File: src/inc/txmfd_map.vh
// Constants for the transmit mode field decoder
// Notes on behaviour
// - Bits 11-9 give gain, 1.5 dB steps
// - DTMF bits 7-5 select the twist value
// - Twist changes upper tone group only
// - New twist applies only when tone starts
// - Bits 8-7 select guard tone, high band
// - Bits 6-5 steer scrambler and detector
// - Bits 4-3 select the character format
// - Start-stop: data length and stop count
// - Synchronous: bits 2-0 pick data source
// - Tones, bit 4 clear: tone or pair
// - Bit 4 set: DTMF keypad pair
// - Resets clear and hold register at zero
// - Bits 15-12 select the transmit mode
`ifndef TXMFD_MAP_VH
`define TXMFD_MAP_VH

// ----------------------------------------------------------------
// Register layout
// ----------------------------------------------------------------
`define TXMFD_REG_RESET   16'h0000
`define TXMFD_MODE_MSB    15
`define TXMFD_MODE_LSB    12
`define TXMFD_LVL_MSB     11
`define TXMFD_LVL_LSB     9
`define TXMFD_GUARD_ON    8
`define TXMFD_GUARD_SEL   7
`define TXMFD_TWIST_MSB   7
`define TXMFD_TWIST_LSB   5
`define TXMFD_SCR_ON      6
`define TXMFD_SCR_DET     5
`define TXMFD_FMT_MSB     4
`define TXMFD_FMT_LSB     3
`define TXMFD_DTMF_BIT    4
`define TXMFD_TONE_LSB    0
`define TXMFD_LEN_MSB     2
`define TXMFD_LEN_LSB     1
`define TXMFD_STOP_BIT    0
`define TXMFD_SRC_BUF     2
`define TXMFD_SRC_LVL     0

// ----------------------------------------------------------------
// Mode codes
// ----------------------------------------------------------------
`define TXMFD_MODE_OFF    4'h0
`define TXMFD_MODE_TONES  4'h1
`define TXMFD_MODE_PSK_LO 4'ha

// ----------------------------------------------------------------
// Character format codes
// ----------------------------------------------------------------
`define TXMFD_FMT_SYNC    2'h3
`define TXMFD_FMT_EVEN    2'h1
`define TXMFD_FMT_ODD     2'h0
`define TXMFD_DBITS_BASE  4'h5

// ----------------------------------------------------------------
// Synchronous data source encodings (output field)
// ----------------------------------------------------------------
`define TXMFD_SRC_BUFFER  2'h0
`define TXMFD_SRC_ONES    2'h1
`define TXMFD_SRC_ZEROS   2'h2
`define TXMFD_SRC_PATTERN 2'h3

// ----------------------------------------------------------------
// Levels in tenths of a dB
// ----------------------------------------------------------------
`define TXMFD_LVL_STEP    8'h0f
`define TXMFD_LVL_TOP     3'h7
`define TXMFD_TW_000      8'h14
`define TXMFD_TW_001      8'h0a
`define TXMFD_TW_010      8'h0f
`define TXMFD_TW_011      8'h19
`define TXMFD_TW_100      8'h1e
`define TXMFD_TW_101      8'h23
`define TXMFD_TW_110      8'h28
`define TXMFD_TW_111      8'h2d

// ----------------------------------------------------------------
// Frequencies in Hz
// ----------------------------------------------------------------
`define TXMFD_HZ_NONE     12'h000
`define TXMFD_HZ_697      12'h2b9
`define TXMFD_HZ_770      12'h302
`define TXMFD_HZ_852      12'h354
`define TXMFD_HZ_941      12'h3ad
`define TXMFD_HZ_1209     12'h4b9
`define TXMFD_HZ_1336     12'h538
`define TXMFD_HZ_1477     12'h5c5
`define TXMFD_HZ_1633     12'h661
`define TXMFD_HZ_1300     12'h514
`define TXMFD_HZ_2100     12'h834
`define TXMFD_HZ_2225     12'h8b1
`define TXMFD_HZ_550      12'h226
`define TXMFD_HZ_1800     12'h708

`endif

File: src/logic/txmfd_tone_lut.v
// Tone code to frequency pair lookup for the tones transmit mode
`timescale 1ns/100ps
`include "txmfd_map.vh"

module txmfd_tone_lut (
  // Tone select field, bit 4 picks DTMF
  input  wire [4:0]  tone_code,
  // Decoded result
  output reg  [11:0] low_hz,
  output reg  [11:0] high_hz,
  output reg  [3:0]  pair_sel
);

  // ----------------------------------------------------------------
  // Lookup
  // ----------------------------------------------------------------
  // Pure table; the caller registers the result
  always @* begin
    low_hz   = `TXMFD_HZ_NONE;
    high_hz  = `TXMFD_HZ_NONE;
    pair_sel = 4'h0;
    if (tone_code[`TXMFD_DTMF_BIT]) begin
      // Keypad pair, row on low, column on high
      case (tone_code[3:0])
        4'h0: begin low_hz = `TXMFD_HZ_941; high_hz = `TXMFD_HZ_1633; end
        4'h1: begin low_hz = `TXMFD_HZ_697; high_hz = `TXMFD_HZ_1209; end
        4'h2: begin low_hz = `TXMFD_HZ_697; high_hz = `TXMFD_HZ_1336; end
        4'h3: begin low_hz = `TXMFD_HZ_697; high_hz = `TXMFD_HZ_1477; end
        4'h4: begin low_hz = `TXMFD_HZ_770; high_hz = `TXMFD_HZ_1209; end
        4'h5: begin low_hz = `TXMFD_HZ_770; high_hz = `TXMFD_HZ_1336; end
        4'h6: begin low_hz = `TXMFD_HZ_770; high_hz = `TXMFD_HZ_1477; end
        4'h7: begin low_hz = `TXMFD_HZ_852; high_hz = `TXMFD_HZ_1209; end
        4'h8: begin low_hz = `TXMFD_HZ_852; high_hz = `TXMFD_HZ_1336; end
        4'h9: begin low_hz = `TXMFD_HZ_852; high_hz = `TXMFD_HZ_1477; end
        4'ha: begin low_hz = `TXMFD_HZ_941; high_hz = `TXMFD_HZ_1336; end
        4'hb: begin low_hz = `TXMFD_HZ_941; high_hz = `TXMFD_HZ_1209; end
        4'hc: begin low_hz = `TXMFD_HZ_941; high_hz = `TXMFD_HZ_1477; end
        4'hd: begin low_hz = `TXMFD_HZ_697; high_hz = `TXMFD_HZ_1633; end
        4'he: begin low_hz = `TXMFD_HZ_770; high_hz = `TXMFD_HZ_1633; end
        default: begin
          low_hz  = `TXMFD_HZ_852;
          high_hz = `TXMFD_HZ_1633;
        end
      endcase
    end else begin
      // Single tone on the low output, pairs as one-hot select
      case (tone_code[3:0])
        4'h1:    low_hz = `TXMFD_HZ_697;
        4'h2:    low_hz = `TXMFD_HZ_770;
        4'h3:    low_hz = `TXMFD_HZ_852;
        4'h4:    low_hz = `TXMFD_HZ_941;
        4'h5:    low_hz = `TXMFD_HZ_1209;
        4'h6:    low_hz = `TXMFD_HZ_1336;
        4'h7:    low_hz = `TXMFD_HZ_1477;
        4'h8:    low_hz = `TXMFD_HZ_1633;
        4'h9:    low_hz = `TXMFD_HZ_1300;
        4'ha:    low_hz = `TXMFD_HZ_2100;
        4'hb:    low_hz = `TXMFD_HZ_2225;
        4'hc:    pair_sel = 4'h1;
        4'hd:    pair_sel = 4'h2;
        4'he:    pair_sel = 4'h4;
        4'hf:    pair_sel = 4'h8;
        default: low_hz = `TXMFD_HZ_NONE;
      endcase
    end
  end

endmodule

File: src/logic/txmfd_top.v
// Transmit mode register and field decoder
`timescale 1ns/100ps
`include "txmfd_map.vh"

module txmfd_top (
  // Clock and reset
  input  wire        sys_clk,
  input  wire        arst_n,
  // Register write from the serial control interface
  input  wire [15:0] wr_data,
  input  wire        wr_done,
  // Reset sources
  input  wire        gen_reset_cmd,
  input  wire        ctrl_reset_bit,
  // Register image and mode
  output reg  [15:0] mode_reg_r,
  output reg  [3:0]  tx_mode_r,
  output reg         tx_enabled_r,
  output reg         tones_mode_r,
  output reg         psk_mode_r,
  output reg         high_band_r,
  // Level and twist, tenths of a dB, signed
  output reg  [7:0]  level_x10_r,
  output reg  [7:0]  lower_gain_x10_r,
  output reg  [7:0]  upper_gain_x10_r,
  output reg  [7:0]  twist_x10_r,
  // Modem fields
  output reg  [11:0] guard_hz_r,
  output reg         scrambler_en_r,
  output reg         ones64_det_en_r,
  output reg         sync_mode_r,
  output reg         parity_en_r,
  output reg         parity_even_r,
  output reg  [3:0]  data_bits_r,
  output reg  [1:0]  stop_bits_r,
  output reg  [1:0]  sync_src_r,
  output reg         handshake_dibit_pattern_r,
  // Tone generator controls
  output reg  [11:0] tone_low_hz_r,
  output reg  [11:0] tone_high_hz_r,
  output reg         programmed_pair_a_r,
  output reg         programmed_pair_b_r,
  output reg         programmed_pair_c_r,
  output reg         programmed_pair_d_r,
  output reg         tone_start_r
);

  // ----------------------------------------------------------------
  // Functions
  // ----------------------------------------------------------------
  // Gain in tenths of a dB: zero at top code, 15 down per step
  function [7:0] lvl_x10;
    input [2:0] code;
    reg   [7:0] steps;
    begin
      steps   = {5'h00, `TXMFD_LVL_TOP - code};
      lvl_x10 = 8'h00 - steps * `TXMFD_LVL_STEP;
    end
  endfunction

  // Twist code in tenths of a dB; table is not monotonic
  function [7:0] twist_x10;
    input [2:0] code;
    begin
      case (code)
        3'h0:    twist_x10 = `TXMFD_TW_000;
        3'h1:    twist_x10 = `TXMFD_TW_001;
        3'h2:    twist_x10 = `TXMFD_TW_010;
        3'h3:    twist_x10 = `TXMFD_TW_011;
        3'h4:    twist_x10 = `TXMFD_TW_100;
        3'h5:    twist_x10 = `TXMFD_TW_101;
        3'h6:    twist_x10 = `TXMFD_TW_110;
        default: twist_x10 = `TXMFD_TW_111;
      endcase
    end
  endfunction

  // Tone field of a register image, with the DTMF bit
  function [4:0] tone_of;
    input [15:0] img;
    begin
      tone_of = img[`TXMFD_FMT_MSB:`TXMFD_TONE_LSB];
    end
  endfunction

  // Image is in tones mode and sounds something
  function sounding;
    input [15:0] img;
    begin
      sounding = (img[`TXMFD_MODE_MSB:`TXMFD_MODE_LSB] ==
                  `TXMFD_MODE_TONES) &&
                 (tone_of(img) != 5'h00);
    end
  endfunction

  // ----------------------------------------------------------------
  // Register capture
  // ----------------------------------------------------------------
  reg  [15:0] reg_nxt;       // Next register image
  wire        clear_now;     // Either reset source active
  wire        tone_begin;    // A new tone starts with this load

  assign clear_now = gen_reset_cmd | ctrl_reset_bit;

  // Only a finished 16-bit write loads, so fields never mix
  always @* begin
    reg_nxt = mode_reg_r;
    if (clear_now) begin
      reg_nxt = `TXMFD_REG_RESET;
    end else if (wr_done) begin
      reg_nxt = wr_data;
    end
  end

  // Register image; resets beat writes in the same cycle
  always @(posedge sys_clk or negedge arst_n) begin
    if (!arst_n) begin
      mode_reg_r <= `TXMFD_REG_RESET;
    end else begin
      mode_reg_r <= reg_nxt;
    end
  end

  // A tone begins when a sounding code differs from what played
  assign tone_begin = sounding(reg_nxt) &&
                      (!sounding(mode_reg_r) ||
                       (tone_of(reg_nxt) != tone_of(mode_reg_r)));

  // ----------------------------------------------------------------
  // Twist hold
  // ----------------------------------------------------------------
  reg  [2:0]  twist_code_r;  // Twist frozen for the running tone

  // Twist is sampled only at the start of a tone, never mid-tone
  always @(posedge sys_clk or negedge arst_n) begin
    if (!arst_n) begin
      twist_code_r <= 3'h0;
    end else if (clear_now) begin
      twist_code_r <= 3'h0;
    end else if (tone_begin) begin
      twist_code_r <= reg_nxt[`TXMFD_TWIST_MSB:`TXMFD_TWIST_LSB];
    end
  end

  // ----------------------------------------------------------------
  // Mode decode
  // ----------------------------------------------------------------
  wire [3:0]  mode_n;        // Mode selector of next image
  wire        tones_n;       // Tones mode
  wire        modem_n;       // Any modem mode
  wire        psk_n;         // QAM or DPSK
  wire        hiband_n;      // Answering band
  wire [1:0]  fmt_n;         // Character format field
  wire [11:0] lut_low;       // Table low or single tone
  wire [11:0] lut_high;      // Table high tone
  wire [3:0]  lut_pair;      // Programmed pair one-hot

  assign mode_n   = reg_nxt[`TXMFD_MODE_MSB:`TXMFD_MODE_LSB];
  assign tones_n  = (mode_n == `TXMFD_MODE_TONES);
  assign modem_n  = (mode_n != `TXMFD_MODE_OFF) && !tones_n;
  assign psk_n    = (mode_n >= `TXMFD_MODE_PSK_LO);
  assign hiband_n = modem_n && reg_nxt[`TXMFD_MODE_LSB];
  assign fmt_n    = reg_nxt[`TXMFD_FMT_MSB:`TXMFD_FMT_LSB];

  // Table shared by fixed tones and keypad pairs
  txmfd_tone_lut u_lut (
    .tone_code (tone_of(reg_nxt)),
    .low_hz    (lut_low),
    .high_hz   (lut_high),
    .pair_sel  (lut_pair)
  );

  // ----------------------------------------------------------------
  // Decoded outputs
  // ----------------------------------------------------------------
  // Registered from the next image, so outputs track the register
  // in the same edge; fields outside the active mode read zero, except sync_src_r, decoded in every mode
  always @(posedge sys_clk or negedge arst_n) begin
    if (!arst_n) begin
      tx_mode_r                 <= `TXMFD_MODE_OFF;
      tx_enabled_r              <= 1'b0;
      tones_mode_r              <= 1'b0;
      psk_mode_r                <= 1'b0;
      high_band_r               <= 1'b0;
      level_x10_r               <= 8'h00;
      guard_hz_r                <= `TXMFD_HZ_NONE;
      scrambler_en_r            <= 1'b0;
      ones64_det_en_r           <= 1'b0;
      sync_mode_r               <= 1'b0;
      parity_en_r               <= 1'b0;
      parity_even_r             <= 1'b0;
      data_bits_r               <= 4'h0;
      stop_bits_r               <= 2'h0;
      sync_src_r                <= `TXMFD_SRC_BUFFER;
      handshake_dibit_pattern_r <= 1'b0;
      tone_low_hz_r             <= `TXMFD_HZ_NONE;
      tone_high_hz_r            <= `TXMFD_HZ_NONE;
      programmed_pair_a_r       <= 1'b0;
      programmed_pair_b_r       <= 1'b0;
      programmed_pair_c_r       <= 1'b0;
      programmed_pair_d_r       <= 1'b0;
      tone_start_r              <= 1'b0;
    end else begin
      tx_mode_r    <= mode_n;
      tx_enabled_r <= (mode_n != `TXMFD_MODE_OFF);
      tones_mode_r <= tones_n;
      psk_mode_r   <= modem_n && psk_n;
      high_band_r  <= hiband_n;
      tone_start_r <= tone_begin;
      // Level applies in every active mode
      if (mode_n != `TXMFD_MODE_OFF) begin
        level_x10_r <= lvl_x10(
          reg_nxt[`TXMFD_LVL_MSB:`TXMFD_LVL_LSB]);
      end else begin
        level_x10_r <= 8'h00;
      end
      // Guard tone only with high-band QAM or DPSK
      if (hiband_n && psk_n && reg_nxt[`TXMFD_GUARD_ON]) begin
        guard_hz_r <= reg_nxt[`TXMFD_GUARD_SEL] ?
                      `TXMFD_HZ_550 : `TXMFD_HZ_1800;
      end else begin
        guard_hz_r <= `TXMFD_HZ_NONE;
      end
      // Scrambler and its long-ones detector
      scrambler_en_r  <= modem_n && psk_n &&
                         reg_nxt[`TXMFD_SCR_ON];
      ones64_det_en_r <= modem_n && psk_n && reg_nxt[`TXMFD_SCR_ON] &&
                         reg_nxt[`TXMFD_SCR_DET];
      // Character format
      sync_mode_r   <= modem_n && (fmt_n == `TXMFD_FMT_SYNC);
      parity_en_r   <= modem_n && ((fmt_n == `TXMFD_FMT_EVEN) ||
                                   (fmt_n == `TXMFD_FMT_ODD));
      parity_even_r <= modem_n && (fmt_n == `TXMFD_FMT_EVEN);
      // Start-stop lengths, zero when not in start-stop
      if (modem_n && (fmt_n != `TXMFD_FMT_SYNC)) begin
        data_bits_r <= `TXMFD_DBITS_BASE +
          {2'h0, reg_nxt[`TXMFD_LEN_MSB:`TXMFD_LEN_LSB]};
        stop_bits_r <= reg_nxt[`TXMFD_STOP_BIT] ? 2'h2 : 2'h1;
      end else begin
        data_bits_r <= 4'h0;
        stop_bits_r <= 2'h0;
      end
      // Synchronous data source
      handshake_dibit_pattern_r <= 1'b0;
      if (reg_nxt[`TXMFD_SRC_BUF]) begin
        sync_src_r <= `TXMFD_SRC_BUFFER;
      end else if (reg_nxt[`TXMFD_LEN_LSB]) begin
        sync_src_r <= reg_nxt[`TXMFD_SRC_LVL] ?
                      `TXMFD_SRC_ONES : `TXMFD_SRC_ZEROS;
      end else begin
        sync_src_r <= `TXMFD_SRC_PATTERN;
        // Dibit pattern in PSK, alternating bits elsewhere
        handshake_dibit_pattern_r <= modem_n && psk_n &&
                                     (fmt_n == `TXMFD_FMT_SYNC);
      end
      // Tone generator, silent outside tones mode
      if (tones_n) begin
        tone_low_hz_r       <= lut_low;
        tone_high_hz_r      <= lut_high;
        programmed_pair_a_r <= lut_pair[0];
        programmed_pair_b_r <= lut_pair[1];
        programmed_pair_c_r <= lut_pair[2];
        programmed_pair_d_r <= lut_pair[3];
      end else begin
        tone_low_hz_r       <= `TXMFD_HZ_NONE;
        tone_high_hz_r      <= `TXMFD_HZ_NONE;
        programmed_pair_a_r <= 1'b0;
        programmed_pair_b_r <= 1'b0;
        programmed_pair_c_r <= 1'b0;
        programmed_pair_d_r <= 1'b0;
      end
    end
  end

  // ----------------------------------------------------------------
  // Tone group gains
  // ----------------------------------------------------------------
  // Lower group never sees twist; upper group adds the held value.
  // Limitation: max twist with 0 dB level overdrives the line, and
  // the host is expected not to pick that pair.
  always @(posedge sys_clk or negedge arst_n) begin
    if (!arst_n) begin
      twist_x10_r      <= 8'h00;
      lower_gain_x10_r <= 8'h00;
      upper_gain_x10_r <= 8'h00;
    end else if (tones_n && !clear_now) begin
      twist_x10_r      <= twist_x10(tone_begin ?
        reg_nxt[`TXMFD_TWIST_MSB:`TXMFD_TWIST_LSB] :
        twist_code_r);
      lower_gain_x10_r <= lvl_x10(
        reg_nxt[`TXMFD_LVL_MSB:`TXMFD_LVL_LSB]);
      upper_gain_x10_r <= lvl_x10(
        reg_nxt[`TXMFD_LVL_MSB:`TXMFD_LVL_LSB]) +
        twist_x10(tone_begin ?
        reg_nxt[`TXMFD_TWIST_MSB:`TXMFD_TWIST_LSB] :
        twist_code_r);
    end else begin
      twist_x10_r      <= 8'h00;
      lower_gain_x10_r <= 8'h00;
      upper_gain_x10_r <= 8'h00;
    end
  end

endmodule

File: config.mk
export PLATFORM = sky130hd
export DESIGN_NAME = txmfd_top
export DESIGN_NICKNAME = d
export VERILOG_FILES = /design/src/logic/txmfd_tone_lut.v /design/src/logic/txmfd_top.v
export VERILOG_INCLUDE_DIRS = /design/src /design/src/inc
export SDC_FILE = /design/constraint.sdc
export NUM_CORES = 1
export LEC_CHECK = 0
export BUFFER_PORTS_ARGS = -buffer_cell sky130_fd_sc_hd__clkbuf_2
export CORE_ASPECT_RATIO = 2
export CORE_UTILIZATION = 52
export DETAILED_ROUTE_END_ITERATION = 12
export PLACE_DENSITY = 0.79
export SLEW_MARGIN = 20
export SYNTH_ARGS = -nofsm -noshare
export SYNTH_HDL_FRONTEND = slang
export SYNTH_SLANG_ARGS = --single-unit
export TNS_END_PERCENT = 5
File: constraint.sdc
create_clock -name sys_clk -period 4.2 [get_ports sys_clk]
set_input_delay 0.42 -clock sys_clk [delete_from_list [all_inputs] [get_ports sys_clk]]
set_output_delay 0.42 -clock sys_clk [all_outputs]
set_load 0.03 [all_outputs]
==> results.sh <==
export IMPL_min_period_ps=3698
export IMPL_grt_total_usage_pct=28.45
export IMPL_grt_pass1_wl_mm=19.05
export IMPL_synthFlopType="dfrtp_1"
export IMPL_nets=627
export IMPL_clk_latency_ps=350
export IMPL_multiInputGateArea_mm2=0.001958
export IMPL_ant_nets=0
export IMPL_core_area_mm2=0.008648
export IMPL_syn_area_per_cell_um2=10.03
export IMPL_final_util_pct=64.63
export IMPL_run_status="finished clean"
export IMPL_end_kind="flop"
export IMPL_port_buffers=122
export IMPL_io_pin_count=132
export IMPL_num_vias=3842
export IMPL_async_flop_share_pct=100.0
export IMPL_dp_hpwl_mm=9.279
export IMPL_rows=48
export IMPL_critical_path_startpoint_type="flop"
export IMPL_crit_type="flop to flop"
export IMPL_met1_usage_pct=28.73
export IMPL_synth_warnings=0
export IMPL_preCtsSetupSlack_ps=314.9
export IMPL_start_util_pct=53.94
export IMPL_irDropWorstVdd_mv=0.2288
export IMPL_die_y_um=135.9
export IMPL_synthTopCellsByArea="dfrtp_1, nor2_1, ha_1"
export IMPL_worstPathArrival_ps=3910
export IMPL_fill_cells=709
export IMPL_overflow=0
export IMPL_grt_busiest_layer="met2"
export IMPL_seq_area_mm2=0.002402
export IMPL_fin_total_pwr_mw=2.003
export IMPL_yosysTopAreaCell="dfrtp_1"
export IMPL_drc_errors=0
export IMPL_synthDominantCellAreaShare_pct=51.50
export IMPL_stdcell_count=688
export IMPL_routed_via_density=5.584
export IMPL_cts_resized=0
export IMPL_worstMarginPinSlew_ps=856.9
export IMPL_synth_lib_cells_used_distinct=52
export IMPL_cts_root_buf="clkbuf_16"
export IMPL_fmax_mhz=270.4
export IMPL_layout_common_cells="clkbuf_2, dfrtp_1, nor2_1"
export IMPL_grtUsageMet3_pct=4.782
export IMPL_drive_gt1_share_pct=28.40
export IMPL_first_iter_violations=276
export IMPL_wl_per_cell_um=17.79
export IMPL_finalSetupViolCount=0
export IMPL_hp_class="input port to asynchronous set/reset pin"
export IMPL_routed_wl_mm=12.24
export IMPL_critPathRequiredTime_ps=4410
export IMPL_dieArea_mm2=0.009376
export IMPL_cts_buffers=9
export IMPL_cts_max_path_buffers=2
export IMPL_antenna_found_initial=0
export IMPL_p_per_area_mw_per_mm2=358.3
export IMPL_dp_cells=672
export IMPL_hold_viol=0
export IMPL_crit_fanout=13
export IMPL_setup_ws_ps=502.2
export IMPL_syn2layout_area_growth_pct=19.82
export IMPL_cap_viol_max_count=0
export IMPL_rsz0062_at_grt="false"
export IMPL_ys_ff_latch=96
export IMPL_yosysSeqAreaShare_pct=51.50
export IMPL_finClkSkew_ps=6.232
export IMPL_synth_area_mm2=0.004664
export IMPL_cts_sinks=96
export IMPL_slew_headroom_pct=42.53
export IMPL_gp_congestion=1.016
export IMPL_postCtsHoldBufs=0
export IMPL_diodes=0
export IMPL_slew_violations=0
export IMPL_grt_max_degree=62
export IMPL_clk_pin_slew_ps=70
export IMPL_synth_edff_count=0
export IMPL_cts_htree_levels=3
export IMPL_layout_cells_most_common="clkbuf_2"
export IMPL_grt_pass1_vias=3861
export IMPL_synthCells=465
export IMPL_finalCritPeriodShare_pct=88.04
export IMPL_tritoncts="done"
export IMPL_fin_setup_tns_ps=0
export IMPL_p_leak_nw=3.014
export IMPL_drt_pass1_iterations=5
export IMPL_grtUsageMet2_pct=50.43
export IMPL_die_w_um=68.97
export IMPL_cts_setup_buffers=0
[final timing paths]
path / from / endpoint / slack, ps / cells after the start
max: tx_mode_r[1] / upper_gain_x10_r[7] / 500 / 13
min: arst_n / tx_enabled_r / 140 / 1
max reg2reg: tx_mode_r[1] / upper_gain_x10_r[7] / 500 / 13
min reg2reg: mode_reg_r[8] / mode_reg_r[8] / 600 / 2
max in group asynchronous: arst_n / tx_mode_r[1] / 3120 / 2
min in group sys_clk: wr_data[8] / mode_reg_r[8] / 390 / 3
[flip-flops by register name (all words and copies together), names as in the netlist, 2 cells and up]
signal            flops
data_bits_r           4
guard_hz_r            3
level_x10_r           8
lower_gain_x10_r      8
mode_reg_r           13
stop_bits_r           2
sync_src_r            2
tone_high_hz_r        9
tone_low_hz_r        12
twist_code_r          3
twist_x10_r           6
tx_mode_r             3
upper_gain_x10_r      8
[critical path, stage by stage (launching register included)]
cell and delay (ps):
dfrtp_1 400, or4b_1 580, a21oi_1 150, o2111ai_1 170
o31ai_4 630, mux2_2 450, ha_1 270, a21oi_1 170
o21ai_0 110, buf_4 150, nor4_1 170, nor3_1 90
xor2_1 160, nor2_1 50
[per-layer routing]
metal  part of all wire, %  up-vias
met4                   5.7        0
met5                     0        -
li1                      -     1759
met1                    34     1877
met2                    56      161
met3                   4.6       45
[synth_stat cells, types with 2 or more instances]
| master | number |
|---|---|
| inv_1 | 23 |
| xnor2_1 | 5 |
| o22ai_1 | 5 |
| and2_1 | 13 |
| nand2_1 | 35 |
| and3_1 | 2 |
| mux2_1 | 2 |
| fa_1 | 3 |
| a31oi_1 | 3 |
| dfrtp_1 | 96 |
| or2_2 | 3 |
| buf_6 | 2 |
| ha_1 | 20 |
| nand2b_1 | 2 |
| mux2_2 | 5 |
| nor2_2 | 3 |
| nor2_1 | 71 |
| o21ai_0 | 28 |
| buf_4 | 19 |
| o31ai_1 | 3 |
| nor2b_1 | 5 |
| mux2i_1 | 16 |
| nor4_1 | 2 |
| xor2_1 | 11 |
| o2111ai_1 | 3 |
| nor3_1 | 12 |
| nand3b_1 | 2 |
| a21oi_1 | 26 |
| clkbuf_1 | 11 |
| a211oi_1 | 4 |
| buf_2 | 3 |
| nand3_1 | 7 |
[kinds of logic after synthesis]
| family | after synthesis | synth area share, % |
|---|---|---|
| and+or+nand+nor | 163 | 15.96 |
| muxes | 23 | 5.123 |
| AOI/OAI and AO/OA | 81 | 10.52 |
| xor gates and xnor gates | 16 | 3.004 |
| buffers and inverters | 62 | 7.162 |
| other | 1 | 0.08039 |
| adders and majority gates | 23 | 6.652 |
| DFF | 96 | 51.50 |
[cell type report]
type	instances	share of cell area, %
multi-input combinational	315	35.03
clock buffer	11	4.522
clock inverter	5	0.6940
tap	100	2.239
inverter	25	1.679
sequential	96	42.98
timing repair buffer	136	12.85
[metrics by stage]
| stage | instance area (µm²) | hold slack (ps) |
|---|---|---|
| finish | 5589 | 144.9 |
| global route | 5589 | 207.1 |
| CTS | 5589 | 171.0 |
| detailed placement | 5298 | 542.4 |
| global placement | 5298 | 518.5 |
| floorplan | 4695 | 124.4 |
[power breakdown]
| part | internal (mW) | total, mW | switching, mW |
|---|---|---|---|
| Combinational | 0.0742 | 0.257 | 0.183 |
| Sequential | 0.944 | 0.954 | 0.00967 |
| Clock | 0.438 | 0.792 | 0.354 |
| Total | 1.46 | 2.00 | 0.547 |
(Power assumes the default switching activity.)
